[config.mk]
export PLATFORM = sky130hd
export DESIGN_NAME = lfr_link_recovery
export DESIGN_NICKNAME = d
export VERILOG_FILES = /design/src/lfr_pkg.sv /design/src/lfr_seq_if.sv /design/src/lfr_link_recovery.sv /design/src/lfr_nr_check.sv /design/src/lfr_rx_ready.sv
export SDC_FILE = /design/constraint.sdc
export NUM_CORES = 1
export LEC_CHECK = 0
export ABC_AREA = 0
export BUFFER_PORTS_ARGS = -buffer_cell sky130_fd_sc_hd__clkbuf_2
export CAP_MARGIN = 20
export CORE_ASPECT_RATIO = 1.5
export CORE_MARGIN = 2
export CORE_UTILIZATION = 54
export DETAILED_ROUTE_END_ITERATION = 6
export PLACE_DENSITY = 0.8
export SLEW_MARGIN = 30
export SYNTH_ARGS = -nofsm -noshare
export SYNTH_HDL_FRONTEND = slang
export SYNTH_SLANG_ARGS = --single-unit
[constraint.sdc]
create_clock -name CLOCK_I -period 3.6 [get_ports CLOCK_I]
set_clock_uncertainty 0.05 [all_clocks]
set_input_delay 0.54 -clock CLOCK_I [delete_from_list [all_inputs] [get_ports CLOCK_I]]
set_output_delay 0.54 -clock CLOCK_I [all_outputs]
set_load 0.05 [all_outputs]
[src/lfr_pkg.sv]
// Shared constants and types of the LAPB frame-reject and link-reset block
package lfr_pkg;
    // Sequence numbers are modulo 8
    localparam int SEQ_W = 3;
    localparam int SEQ_N = 8;
    // Retransmission count default and its counter width
    localparam int N2_W = 4;
    localparam logic [N2_W-1:0] N2_DEFAULT = 4'hA;
    // Bit positions in the pending transmit vector
    localparam int TXB_SABM = 0;
    localparam int TXB_UA = 1;
    localparam int TXB_FRMR = 2;
    localparam int TXB_SCMD = 3;
    localparam int TXB_N = 4;
    // Bit positions in the reject reason field
    localparam int RJ_W = 0;
    localparam int RJ_X = 1;
    localparam int RJ_Y = 2;
    localparam int RJ_Z = 3;
    // Error codes
    localparam logic [7:0] ERR_FRMR_RX = 8'hC0;
    localparam logic [7:0] ERR_RX_NOT_READY = 8'h10;
    localparam logic [7:0] ERR_UP_READY = 8'h21;
    localparam logic [7:0] ERR_UP_NOT_READY = 8'h11;
    localparam logic [7:0] ERR_NONE = 8'h00;
    // Decoded kind of a received frame
    typedef enum logic [2:0] {
        FR_I, FR_S_CMD, FR_S_RSP, FR_SABM, FR_DISC, FR_UA, FR_FRMR, FR_OTHER
    } lfr_frame_type;
    // Link phase
    typedef enum logic [1:0] {LNK_DOWN, LNK_RESET, LNK_UP} lfr_link_type;
endpackage : lfr_pkg

[src/lfr_seq_if.sv]
// Interface carrying window pointers and the received N(R) check result
`timescale 1ns/1ps
interface lfr_seq_if;
    logic [lfr_pkg::SEQ_W-1:0] na;
    logic [lfr_pkg::SEQ_W-1:0] nb;
    logic [lfr_pkg::SEQ_W-1:0] nr;
    logic valid;
    logic [lfr_pkg::SEQ_N-1:0] ack_mask;
    modport chk (input na, input nb, input nr, output valid, output ack_mask);
    modport top (output na, output nb, output nr, input valid, input ack_mask);
endinterface : lfr_seq_if
[src/lfr_link_recovery.sv]
// Link error recovery: frame reject condition, link reset and sequence pointers
`timescale 1ns/1ps
module lfr_link_recovery #(
    parameter logic [lfr_pkg::N2_W-1:0] N2 = lfr_pkg::N2_DEFAULT
) (
    input wire logic CLOCK_I,
    input wire logic RST_I,
    input wire logic RX_VALID_I,
    input wire lfr_pkg::lfr_frame_type RX_KIND_I,
    input wire logic RX_PF_I,
    input wire logic [lfr_pkg::SEQ_W-1:0] RX_NR_I,
    input wire logic RX_NS_OK_I,
    input wire logic [2:0] RX_VIOL_I,
    input wire logic T1_EXPIRE_I,
    input wire logic [lfr_pkg::TXB_N-1:0] TX_SENT_I,
    input wire logic TX_PKT_DONE_I,
    input wire logic SEND_SET_I,
    input wire logic MANUAL_DISCONNECT_BIT_I,
    input wire logic RX_ENABLE_BIT_I,
    input wire logic SEG0_READY_I,
    input wire logic NEXT_SEG_READY_I,
    input wire logic TRANSPARENT_RX_MODE_I,
    output logic LINK_UP_O,
    output logic FRMR_COND_O,
    output logic [lfr_pkg::TXB_N-1:0] TX_PEND_O,
    output logic [3:0] FRMR_FIELD_O,
    output logic TX_ENABLE_O,
    output logic PKT_TX_ALLOW_O,
    output logic RX_STORE_O,
    output logic LOCAL_RX_NOT_READY_FLAG_O,
    output logic [lfr_pkg::SEQ_W-1:0] NE_O,
    output logic [lfr_pkg::SEQ_W-1:0] NA_O,
    output logic [lfr_pkg::SEQ_W-1:0] VS_O,
    output logic [lfr_pkg::SEQ_W-1:0] VR_O,
    output logic [lfr_pkg::SEQ_N-1:0] ACK_SET_O,
    output logic ACK_IRQ_O,
    output logic ERR_IRQ_O,
    output logic [7:0] ERR_CODE_O
);
    lfr_pkg::lfr_link_type link_q;
    logic frmr_q;
    logic rx_block_q;
    logic [lfr_pkg::N2_W-1:0] poll_q;
    logic up;
    logic rx;
    logic is_nr;
    logic nr_ok;
    logic unsol;
    logic rx_frmr;
    logic rx_sabm;
    logic rx_disc;
    logic ua_done;
    logic n2_out;
    logic rst_link;
    logic frmr_new;
    logic frmr_again;
    logic rx_ready;
    logic rx_lookup_not_ready_irq;
    logic rx_store;
    logic [3:0] reason;

    lfr_seq_if seq ();

    // Window check against oldest unacked and next new packet
    assign seq.na = NA_O;
    assign seq.nb = VS_O;
    assign seq.nr = RX_NR_I;
    lfr_nr_check u_nr (
        .seq(seq)
    );

    lfr_rx_ready u_rdy (
        .clk_i(CLOCK_I),
        .rst_i(RST_I),
        .manual_disconnect_bit_i(MANUAL_DISCONNECT_BIT_I),
        .resample_i(ua_done || rx_sabm),
        .rx_enable_bit_i(RX_ENABLE_BIT_I),
        .seg0_ready_i(SEG0_READY_I),
        .next_seg_ready_i(NEXT_SEG_READY_I),
        .rx_event_i(rx && is_nr),
        .ready_o(rx_ready),
        .local_rx_not_ready_flag_o(LOCAL_RX_NOT_READY_FLAG_O),
        .rx_lookup_not_ready_irq_o(rx_lookup_not_ready_irq)
    );

    // Decoded events of the received frame
    assign up = (link_q == lfr_pkg::LNK_UP);
    assign rx = RX_VALID_I;
    assign is_nr = RX_KIND_I inside {lfr_pkg::FR_I, lfr_pkg::FR_S_CMD, lfr_pkg::FR_S_RSP};
    assign nr_ok = seq.valid;
    assign rx_frmr = up && rx && (RX_KIND_I == lfr_pkg::FR_FRMR);
    assign rx_sabm = !MANUAL_DISCONNECT_BIT_I && rx && (RX_KIND_I == lfr_pkg::FR_SABM);
    assign rx_disc = rx && (RX_KIND_I == lfr_pkg::FR_DISC) && (link_q != lfr_pkg::LNK_DOWN);
    assign ua_done = (link_q == lfr_pkg::LNK_RESET) && rx && (RX_KIND_I == lfr_pkg::FR_UA);
    // An F bit with no poll outstanding was never asked for
    assign unsol = rx && ((RX_KIND_I == lfr_pkg::FR_UA)
        || ((RX_KIND_I == lfr_pkg::FR_S_RSP) && RX_PF_I && (poll_q == '0)));
    assign n2_out = up && T1_EXPIRE_I && (poll_q == N2);
    assign rst_link = rx_frmr || n2_out;

    // Reject reasons; W also covers the unsolicited cases
    assign reason[lfr_pkg::RJ_W] = RX_VIOL_I[0] || unsol;
    assign reason[lfr_pkg::RJ_X] = RX_VIOL_I[1];
    assign reason[lfr_pkg::RJ_Y] = RX_VIOL_I[2];
    assign reason[lfr_pkg::RJ_Z] = is_nr && !nr_ok;
    // Only while up; resetting frames outrank a reject
    assign frmr_new = up && rx && !rx_frmr && !rx_sabm && !rx_disc && !n2_out
        && (reason != 4'h0);
    assign frmr_again = frmr_q && rx && is_nr && (reason == 4'h0);

    // I-field admission: FRMR body, or in-sequence packets (any packet in transparent mode) outside the condition
    assign rx_store = rx && rx_ready && !rx_block_q && (rx_frmr
        || (up && !frmr_q && (RX_KIND_I == lfr_pkg::FR_I) && (RX_NS_OK_I || TRANSPARENT_RX_MODE_I)));

    // Link phase; the manual disconnect forces the link down
    always_ff @(posedge CLOCK_I or posedge RST_I) begin
        if (RST_I) begin
            link_q <= lfr_pkg::LNK_DOWN;
        end else if (MANUAL_DISCONNECT_BIT_I) begin
            link_q <= lfr_pkg::LNK_DOWN;
        end else if (rx_sabm) begin
            link_q <= lfr_pkg::LNK_UP;
        end else if (rx_disc) begin
            link_q <= lfr_pkg::LNK_DOWN;
        end else if (rst_link) begin
            link_q <= lfr_pkg::LNK_RESET;
        end else if (ua_done) begin
            link_q <= lfr_pkg::LNK_UP;
        end
    end

    // Frame reject condition; SABM, DISC, a received FRMR or the N2 poll limit ends it while up
    always_ff @(posedge CLOCK_I or posedge RST_I) begin
        if (RST_I) begin
            frmr_q <= 1'b0;
        end else if (rx_sabm || rx_disc || !up) begin
            frmr_q <= 1'b0;
        end else if (frmr_new) begin
            frmr_q <= 1'b1;
        end else if (rst_link) begin
            frmr_q <= 1'b0;
        end
    end

    // Reject field is kept for retransmission, replaced by a new reject
    always_ff @(posedge CLOCK_I or posedge RST_I) begin
        if (RST_I) begin
            FRMR_FIELD_O <= 4'h0;
        end else if (frmr_new) begin
            FRMR_FIELD_O <= reason;
        end
    end

    // Poll counter of S-commands sent without an F response
    always_ff @(posedge CLOCK_I or posedge RST_I) begin
        if (RST_I) begin
            poll_q <= '0;
        end else if (!up || n2_out) begin
            poll_q <= '0;
        end else if (T1_EXPIRE_I) begin
            poll_q <= poll_q + 1'b1;
        end else if (rx && (RX_KIND_I == lfr_pkg::FR_S_RSP) && RX_PF_I) begin
            poll_q <= '0;
        end
    end

    // Pending transmissions; a new request wins over the sent strobe
    always_ff @(posedge CLOCK_I or posedge RST_I) begin
        if (RST_I) begin
            TX_PEND_O <= '0;
        end else begin
            TX_PEND_O[lfr_pkg::TXB_SABM] <= rst_link
                || (TX_PEND_O[lfr_pkg::TXB_SABM] && !TX_SENT_I[lfr_pkg::TXB_SABM]);
            TX_PEND_O[lfr_pkg::TXB_UA] <= rx_sabm || rx_disc
                || (TX_PEND_O[lfr_pkg::TXB_UA] && !TX_SENT_I[lfr_pkg::TXB_UA]);
            // Reject dropped when the link leaves the up phase
            TX_PEND_O[lfr_pkg::TXB_FRMR] <= frmr_new || frmr_again
                || (TX_PEND_O[lfr_pkg::TXB_FRMR] && up && !rst_link && !rx_sabm
                && !rx_disc && !TX_SENT_I[lfr_pkg::TXB_FRMR]);
            TX_PEND_O[lfr_pkg::TXB_SCMD] <= (up && T1_EXPIRE_I && !n2_out)
                || (TX_PEND_O[lfr_pkg::TXB_SCMD] && up && !TX_SENT_I[lfr_pkg::TXB_SCMD]);
        end
    end

    // Send enable: host sets it, any link reset clears it; set wins
    always_ff @(posedge CLOCK_I or posedge RST_I) begin
        if (RST_I) begin
            TX_ENABLE_O <= 1'b0;
        end else if (SEND_SET_I) begin
            TX_ENABLE_O <= 1'b1;
        end else if (rst_link || rx_sabm || ua_done) begin
            TX_ENABLE_O <= 1'b0;
        end
    end

    // New packets only with send enabled, link up and no reject pending
    always_ff @(posedge CLOCK_I or posedge RST_I) begin
        if (RST_I) begin
            PKT_TX_ALLOW_O <= 1'b0;
        end else begin
            PKT_TX_ALLOW_O <= TX_ENABLE_O && up && !frmr_q && !frmr_new;
        end
    end

    // After a received reject no I-field enters until receive is re-readied
    always_ff @(posedge CLOCK_I or posedge RST_I) begin
        if (RST_I) begin
            rx_block_q <= 1'b0;
        end else if (rx_frmr) begin
            rx_block_q <= 1'b1;
        end else if (ua_done || rx_sabm) begin
            rx_block_q <= 1'b0;
        end
    end

    // Oldest unacked moves to a valid N(R), even in the reject condition
    always_ff @(posedge CLOCK_I or posedge RST_I) begin
        if (RST_I) begin
            NA_O <= '0;
        end else if (ua_done || rx_sabm) begin
            NA_O <= '0;
        end else if (up && rx && is_nr && nr_ok) begin
            NA_O <= RX_NR_I;
        end
    end

    // Retransmission is not handled here, so V(S) serves as next new index
    always_ff @(posedge CLOCK_I or posedge RST_I) begin
        if (RST_I) begin
            VS_O <= '0;
        end else if (ua_done || rx_sabm) begin
            VS_O <= '0;
        end else if (TX_PKT_DONE_I && PKT_TX_ALLOW_O) begin
            VS_O <= VS_O + 1'b1;
        end
    end

    // V(R) counts accepted in-sequence packets; NE counts stored I-frames
    always_ff @(posedge CLOCK_I or posedge RST_I) begin
        if (RST_I) begin
            VR_O <= '0;
            NE_O <= '0;
            RX_STORE_O <= 1'b0;
        end else begin
            RX_STORE_O <= rx_store;
            if (ua_done || rx_sabm) begin
                VR_O <= '0;
                NE_O <= '0;
            end else begin
                if (rx_store && (RX_KIND_I == lfr_pkg::FR_I) && RX_NS_OK_I) begin
                    VR_O <= VR_O + 1'b1;
                end
                // A stored reject body stays in the current segment, so NE keeps V(R)
                if (rx_store && (RX_KIND_I == lfr_pkg::FR_I) && (RX_NS_OK_I || TRANSPARENT_RX_MODE_I)) begin
                    NE_O <= NE_O + 1'b1;
                end
            end
        end
    end

    // Acknowledged flags set one pulse per accepted N(R)
    always_ff @(posedge CLOCK_I or posedge RST_I) begin
        if (RST_I) begin
            ACK_SET_O <= '0;
            ACK_IRQ_O <= 1'b0;
        end else begin
            ACK_SET_O <= (up && rx && is_nr) ? seq.ack_mask : '0;
            ACK_IRQ_O <= up && rx && is_nr && (seq.ack_mask != '0);
        end
    end

    // Error reporting; a received reject outranks the other codes
    always_ff @(posedge CLOCK_I or posedge RST_I) begin
        if (RST_I) begin
            ERR_IRQ_O <= 1'b0;
            ERR_CODE_O <= lfr_pkg::ERR_NONE;
        end else begin
            ERR_IRQ_O <= rx_frmr || rx_lookup_not_ready_irq || ua_done || rx_sabm;
            if (rx_frmr) begin
                ERR_CODE_O <= lfr_pkg::ERR_FRMR_RX;
            end else if (ua_done || rx_sabm) begin
                ERR_CODE_O <= (RX_ENABLE_BIT_I && SEG0_READY_I) ? lfr_pkg::ERR_UP_READY
                    : lfr_pkg::ERR_UP_NOT_READY;
            end else if (rx_lookup_not_ready_irq) begin
                ERR_CODE_O <= lfr_pkg::ERR_RX_NOT_READY;
            end
        end
    end

    // Status mirrors
    always_ff @(posedge CLOCK_I or posedge RST_I) begin
        if (RST_I) begin
            LINK_UP_O <= 1'b0;
            FRMR_COND_O <= 1'b0;
        end else begin
            LINK_UP_O <= up;
            FRMR_COND_O <= frmr_q;
        end
    end
endmodule : lfr_link_recovery

[src/lfr_nr_check.sv]
// Circular N(R) validity check and acknowledged-entry mask
`timescale 1ns/1ps
module lfr_nr_check (
    lfr_seq_if.chk seq
);
    logic [lfr_pkg::SEQ_W-1:0] dist_nr;
    logic [lfr_pkg::SEQ_W-1:0] dist_nb;

    // Distances measured from the oldest unacked entry, so wrap is free
    assign dist_nr = seq.nr - seq.na;
    assign dist_nb = seq.nb - seq.na;
    assign seq.valid = (dist_nr <= dist_nb);

    // Entry k is acknowledged when it lies in [na, nr)
    for (genvar k = 0; k < lfr_pkg::SEQ_N; k++) begin : g_ack
        logic [lfr_pkg::SEQ_W-1:0] dist_k;
        assign dist_k = lfr_pkg::SEQ_W'(k) - seq.na;
        assign seq.ack_mask[k] = seq.valid && (dist_k < dist_nr);
    end
endmodule : lfr_nr_check

[src/lfr_rx_ready.sv]
// Receiver enable sampling and local receiver-not-ready tracking
`timescale 1ns/1ps
module lfr_rx_ready (
    input wire logic clk_i,
    input wire logic rst_i,
    input wire logic manual_disconnect_bit_i,
    input wire logic resample_i,
    input wire logic rx_enable_bit_i,
    input wire logic seg0_ready_i,
    input wire logic next_seg_ready_i,
    input wire logic rx_event_i,
    output logic ready_o,
    output logic local_rx_not_ready_flag_o,
    output logic rx_lookup_not_ready_irq_o
);
    logic manual_disconnect_bit_q;
    logic sample;
    logic good;

    // Falling manual disconnect starts a sample of the enable bit
    always_ff @(posedge clk_i or posedge rst_i) begin
        if (rst_i) begin
            manual_disconnect_bit_q <= 1'b1;
        end else begin
            manual_disconnect_bit_q <= manual_disconnect_bit_i;
        end
    end
    assign sample = (manual_disconnect_bit_q && !manual_disconnect_bit_i) || resample_i;
    assign good = rx_enable_bit_i && seg0_ready_i;

    // Ready is re-sampled at set-up or reset; it drops when the next segment is not ready and returns on a received I or S frame while enabled with segment 0 ready
    always_ff @(posedge clk_i or posedge rst_i) begin
        if (rst_i) begin
            ready_o <= 1'b0;
            local_rx_not_ready_flag_o <= 1'b0;
            rx_lookup_not_ready_irq_o <= 1'b0;
        end else begin
            rx_lookup_not_ready_irq_o <= 1'b0;
            if (sample) begin
                ready_o <= good;
                local_rx_not_ready_flag_o <= !good;
                rx_lookup_not_ready_irq_o <= rx_enable_bit_i && !seg0_ready_i;
            end else if (ready_o && !next_seg_ready_i) begin
                ready_o <= 1'b0;
                local_rx_not_ready_flag_o <= 1'b1;
                rx_lookup_not_ready_irq_o <= rx_enable_bit_i;
            end else if (local_rx_not_ready_flag_o && good && rx_event_i) begin
                ready_o <= 1'b1;
                local_rx_not_ready_flag_o <= 1'b0;
            end
        end
    end
endmodule : lfr_rx_ready

After elaboration in Yosys (flattened, before gate mapping)
Index checks and enable logic that the tools add are counted.
Storage, ports and cells
  word-level logic and storage cells: 212
  register bits: 55
  output and inout port bits: 44
  input port bits: 26
Cells by class
  eq/ne operators: 9
  $add $sub $neg: 14
  reduce and logical (&&, ||, !) cells: 121
  mux-type cells: 36
  $lt $le $gt $ge: 9
Operators with widths (count)
  $logic_and 1x1->1: 65
  $mux 8: 4
  $lt 3x3->1: 8
  $mux 3: 8
  $logic_or 1x1->1: 20
  $logic_not 1->1: 18
  $mux 1: 15
  $reduce_bool 3->1: 5
  $reduce_bool 2->1: 7
  $mux 4: 3
  $sub 3x3->3 const A: 4
  $mux 2: 5
  $add 3x1->3 const B: 3
  $eq 3x3->1 const B: 3
  $logic_not 4->1: 2
  $reduce_bool 8->1: 1
  $eq 3x2->1 const B: 2
  $mux 6: 1
  $sub 1x3->3 const A: 2
  $sub 2x3->3 const A: 2
  $sub 3x3->3: 2
  $reduce_bool 5->1: 1
  $add 4x1->4 const B: 1
  $eq 4x4->1 const B: 1
  6 further kinds: 6

Logic depth before layout (Yosys ltp)
  depth after elaboration: 11
  gate-level depth with buffers: 12

By module
A second synthesis with hierarchy kept.
Unflattened totals
  cells, all modules: 299
  area, all modules: 3078.0 sq um
Modules (own cells, without submodules)
  lfr_link_recovery: cells an instance 206, times used 1, area an instance 2234.6 sq um
  lfr_nr_check: cells an instance 75, times used 1, area an instance 645.6 sq um
  lfr_rx_ready: cells an instance 18, times used 1, area an instance 197.7 sq um

Least setup slack after synthesis
No wires, ideal clock.
  kind: register -> register
  start: register NA_O[1] (netlist name)
  end: register NA_O[0] (netlist name)
  required time: 3.422 ns
  path slack: 0.519 ns
  stages on the path, launching flop included: 11
  buffers on the path: 1
  period minus slack after synthesis: 3.081 ns
  arrival: 2.903 ns
  cells stage by stage: dfrtp_1 > inv_1 > fa_1 > inv_1 > ha_1 > nor2b_1 > o21ai_0 > a211o_1 > nand3_1 > buf_2 > mux2_1
Between the ends
  longest elaborated chain between the ends: 4
  elaborated cells between the ends (all ways): 5
  classes of those cells: 2 x add/sub; 1 x order compare; 2 x reduce/logical
RTL lines
  from (decl): line lfr_link_recovery.sv:32  | output logic [lfr_pkg::SEQ_W-1:0] NA_O,
  from (signal assigned): line lfr_link_recovery.sv:219  | NA_O <= '0;
  from (signal assigned): line lfr_link_recovery.sv:221  | NA_O <= '0;
  from (signal assigned): line lfr_link_recovery.sv:223  | NA_O <= RX_NR_I;
  $sub 3x3->3, on equally long branches: line lfr_nr_check.sv:10, lfr_nr_check.sv:11
  $le 3x3->1 *: line lfr_nr_check.sv:12  | assign seq.valid = (dist_nr <= dist_nb);
  $logic_and 1x1->1 *: line lfr_link_recovery.sv:222  | end else if (up && rx && is_nr && nr_ok) begin
  $reduce_bool 2->1 (no source line) *
Mark *: on every way between the ends. The rest lies on a longest branch, timed or not.
A chain may end at the register's enable or synchronous reset.

Final worst setup path
  start: register NA_O[0] (netlist name)
  end: register ACK_IRQ_O
Between the ends
  longest elaborated chain between the ends: 5
  elaborated cells between the ends (all ways): 29
  classes of those cells: 10 x add/sub; 9 x order compare; 10 x reduce/logical
RTL lines
  $sub 3x3->3 (tied with other cells): line lfr_nr_check.sv:10  | assign dist_nr = seq.nr - seq.na;
  $le 3x3->1 or $lt 3x3->1 (tied branches): line lfr_nr_check.sv:12, lfr_nr_check.sv:18
  $logic_and 1x1->1: line lfr_nr_check.sv:18  | assign seq.ack_mask[k] = seq.valid && (dist_k < dist_nr);
  $reduce_bool 8->1 *: line lfr_link_recovery.sv:268  | ACK_IRQ_O <= up && rx && is_nr && (seq.ack_mask != '0);
  $logic_and 1x1->1 *: line lfr_link_recovery.sv:268
  to (signal assigned): line lfr_link_recovery.sv:268
  to (decl): line lfr_link_recovery.sv:36  | output logic ACK_IRQ_O,
Marks and branches as above.

==> reports/metrics.csv <==
metric,value,unit
status,"finished, final reports clean",
h-tree-depth,2,
crit_buf_inv,1,
cts_tree,built,
place_area,0.00331,mm²
antenna_cells,0,
fin_area,0.00344,mm²
p_leak,1.78,nW
slew_violations,0,
fin_crit_sh,79.4,%
tritoncts.num_buffers,5,
tightest_slew,733,ps
synth_cell_types,57,
power_density,671,mW/mm²
grt_pass1_wl,10300,µm
synth_xor_area_share,3.89,%
async_reset_ff_share,100,%
area_growth,17.6,%
root_buffer,clkbuf_8,
nets,416,
die_w,64.1,µm
drive_above_1_share,23.6,%
initial_core_util,56.3,%
power,2.31,mW
synth.area.mux_share,3.03,%
synth-seq-area-share,43.6,%
cap_violations,0,
wirelength,6130,µm
fin_tns_setup,0,ps
synthAdderAreaFrac,11.0,%
crit_fanout,7,
setup_viol,0,
vias,2412,
cts_resized,0,
grt_pass1_vias,2360,
cts.sink_count,51,
slew_headroom,51.2,%
grt_max_degree,52,
fmax,350,MHz
max_stage_delay,460,ps
combinationalPowerShare,49.3,%
intPower,1.33,mW
ant_nets,0,
critPathSlowestCell,dfrtp_1,
rsz0062_at_grt,false,
design.core.area,0.00520,mm²
netSwitchingPower,980,µW
clk_pin_slew,100,ps
arrival,2960,ps
synthSimpleGateAreaFrac,19.5,%
path_delay_family,adder cells,
synth.cell_area,0.00293,mm²
via_per_inst,5.53,
drt-initial-drc-count,134,
ys_ff_latch,51,
dr.pass1.iters,4,
min_period,2860,ps
critPathKind,reg2reg,
hold_class,in2async,
synth-compound-area-share,13.2,%
wire_per_inst,14.1,µm
globalRouteOverflowTotal,0,
start_kind,flop,
route.detailed.drc,0,
required,3700,ps
swShare,42.4,%
avgSynthCellArea,9.73,µm²
dp_hpwl,4740,µm
track_usage,21.9,%
power_frac_seq,30.3,%
pin_count,70,
gp_congestion,0.854,
crit_chain,ha_1 > inv_1 > fa_1 > xnor2_1 > xnor2_1 > ha_1 > a21oi_1 > nor4_1 > a31oi_1,
synth_warnings,0,
max-vdd-ir-drop,0.295,mV
cp-end-kind,flop,
io_buffers,66,
synth_top_family_by_area,simple AND/OR/NAND/NOR gates,
die_y,94.2,µm
synthFlopType,dfrtp_1,
synth_edf_count,0,
p_clk_share,20.5,%
syn_inst,301,
antenna_found_initial,0,
clk_path_buf_depth,2,
dieArea,0.00604,mm²
row_count,32,
cts_setup_buffers,0,
hold_viol,0,
ctsHoldBuffers,0,
insertion_delay,310,ps
==> registers in the layout, summed over array words and instances (netlist names), 2 cells and up <==
name / flops
ACK_SET_O: 8
ERR_CODE_O: 4
FRMR_FIELD_O: 4
NA_O: 3
NE_O: 3
TX_PEND_O: 4
VR_O: 3
VS_O: 3
link_q: 2
poll_q: 4
==> logic make-up after synthesis <==
logic type               Yosys count
XOR/XNOR                          13
multiplexers                       8
adder cells (fa/ha/maj)           25
AO/OA/AOI/OAI                     57
AND/OR/NAND/NOR                  108
flip-flops                        51
buffers and inverters             38
other                              1
==> power by group through the flow <==
stage                     combinational [mW]  clock, mW  sequential (mW)
final                                   1.14      0.473            0.700
after global routing                    1.27      0.503            0.710
after CTS                               1.14      0.482            0.701
after detailed placement                1.14          0            0.712
after global placement                  1.08          0            0.711
after floorplan                        0.697          0            0.883
==> area by class of cell <==
| class | instances | area, µm² |
|---|---|---|
| fill | 465 | 1760 |
| multi-input combinational | 214 | 1500 |
| sequential | 51 | 1280 |
| timing repair buffer | 68 | 345 |
| inverter | 27 | 104 |
| tap | 68 | 85.1 |
| clock buffer | 5 | 68.8 |
| clock inverter | 3 | 67.6 |
==> metrics by stage <==
stage	cells	hold WS, ps	setup slack, ps	utilization, %
after floorplan	303	337	519	-
after global placement	428	383	658	63.5
after detailed placement	428	392	534	63.5
after CTS	436	271	751	66.2
after global routing	436	266	516	66.2
final	436	240	743	66.2
==> cell usage in the layout, fill, tap and decap left out, drive strengths merged, types with 5 or more instances in the layout <==
cell type,synthesis,layout
clkbuf,4,71
dfrtp,50,50
nor2,30,30
nand2,27,27
inv,27,27
ha,21,21
a21oi,18,18
nand3,11,11
o21ai,11,11
nor2b,7,7
xor2,7,7
xnor2,6,6
a21o,5,5
==> Yosys cell counts (all sizes together) (3+ instances only) <==
master,instances,area (µm²)
a21o,5,37.5
a21oi,18,90.1
a31oi,3,18.8
and3,3,18.8
and4b,4,40.0
buf,7,47.6
clkbuf,4,15.0
dfrtp,50,1250
ha,21,263
inv,27,101
mux2,4,48.8
mux2i,4,40.0
nand2,27,101
nand2b,3,18.8
nand3,11,55.1
nand3b,3,22.5
nand4b,3,26.3
nor2,30,113
nor2b,7,43.8
o21ai,11,55.1
o22ai,3,18.8
xnor2,6,52.6
xor2,7,61.3
==> path summary, 6_finish.rpt <==
| check | cells after the start | endpoint | slack, ps | start |
|---|---|---|---|---|
| max | 9 | ACK_IRQ_O | 740 | NA_O[0] |
| min | 2 | ERR_IRQ_O | 240 | RST_I |
| max reg2reg | 9 | ACK_IRQ_O | 740 | NA_O[0] |
| min reg2reg | 0 | FRMR_COND_O | 410 | frmr_q |
| max in group asynchronous | 2 | ACK_SET_O[2] | 2840 | RST_I |
| min in group CLOCK_I | 1 | u_rdy.manual_disconnect_bit_q | 280 | MANUAL_DISCONNECT_BIT_I |
==> routing by layer <==
layer	part of all wire (%)	GRT usage, %
met5	0	0
met4	2.4	9.75
met3	3.4	3.84
met2	56	41.1
met1	38	23.5
(Power assumes the default switching activity.)
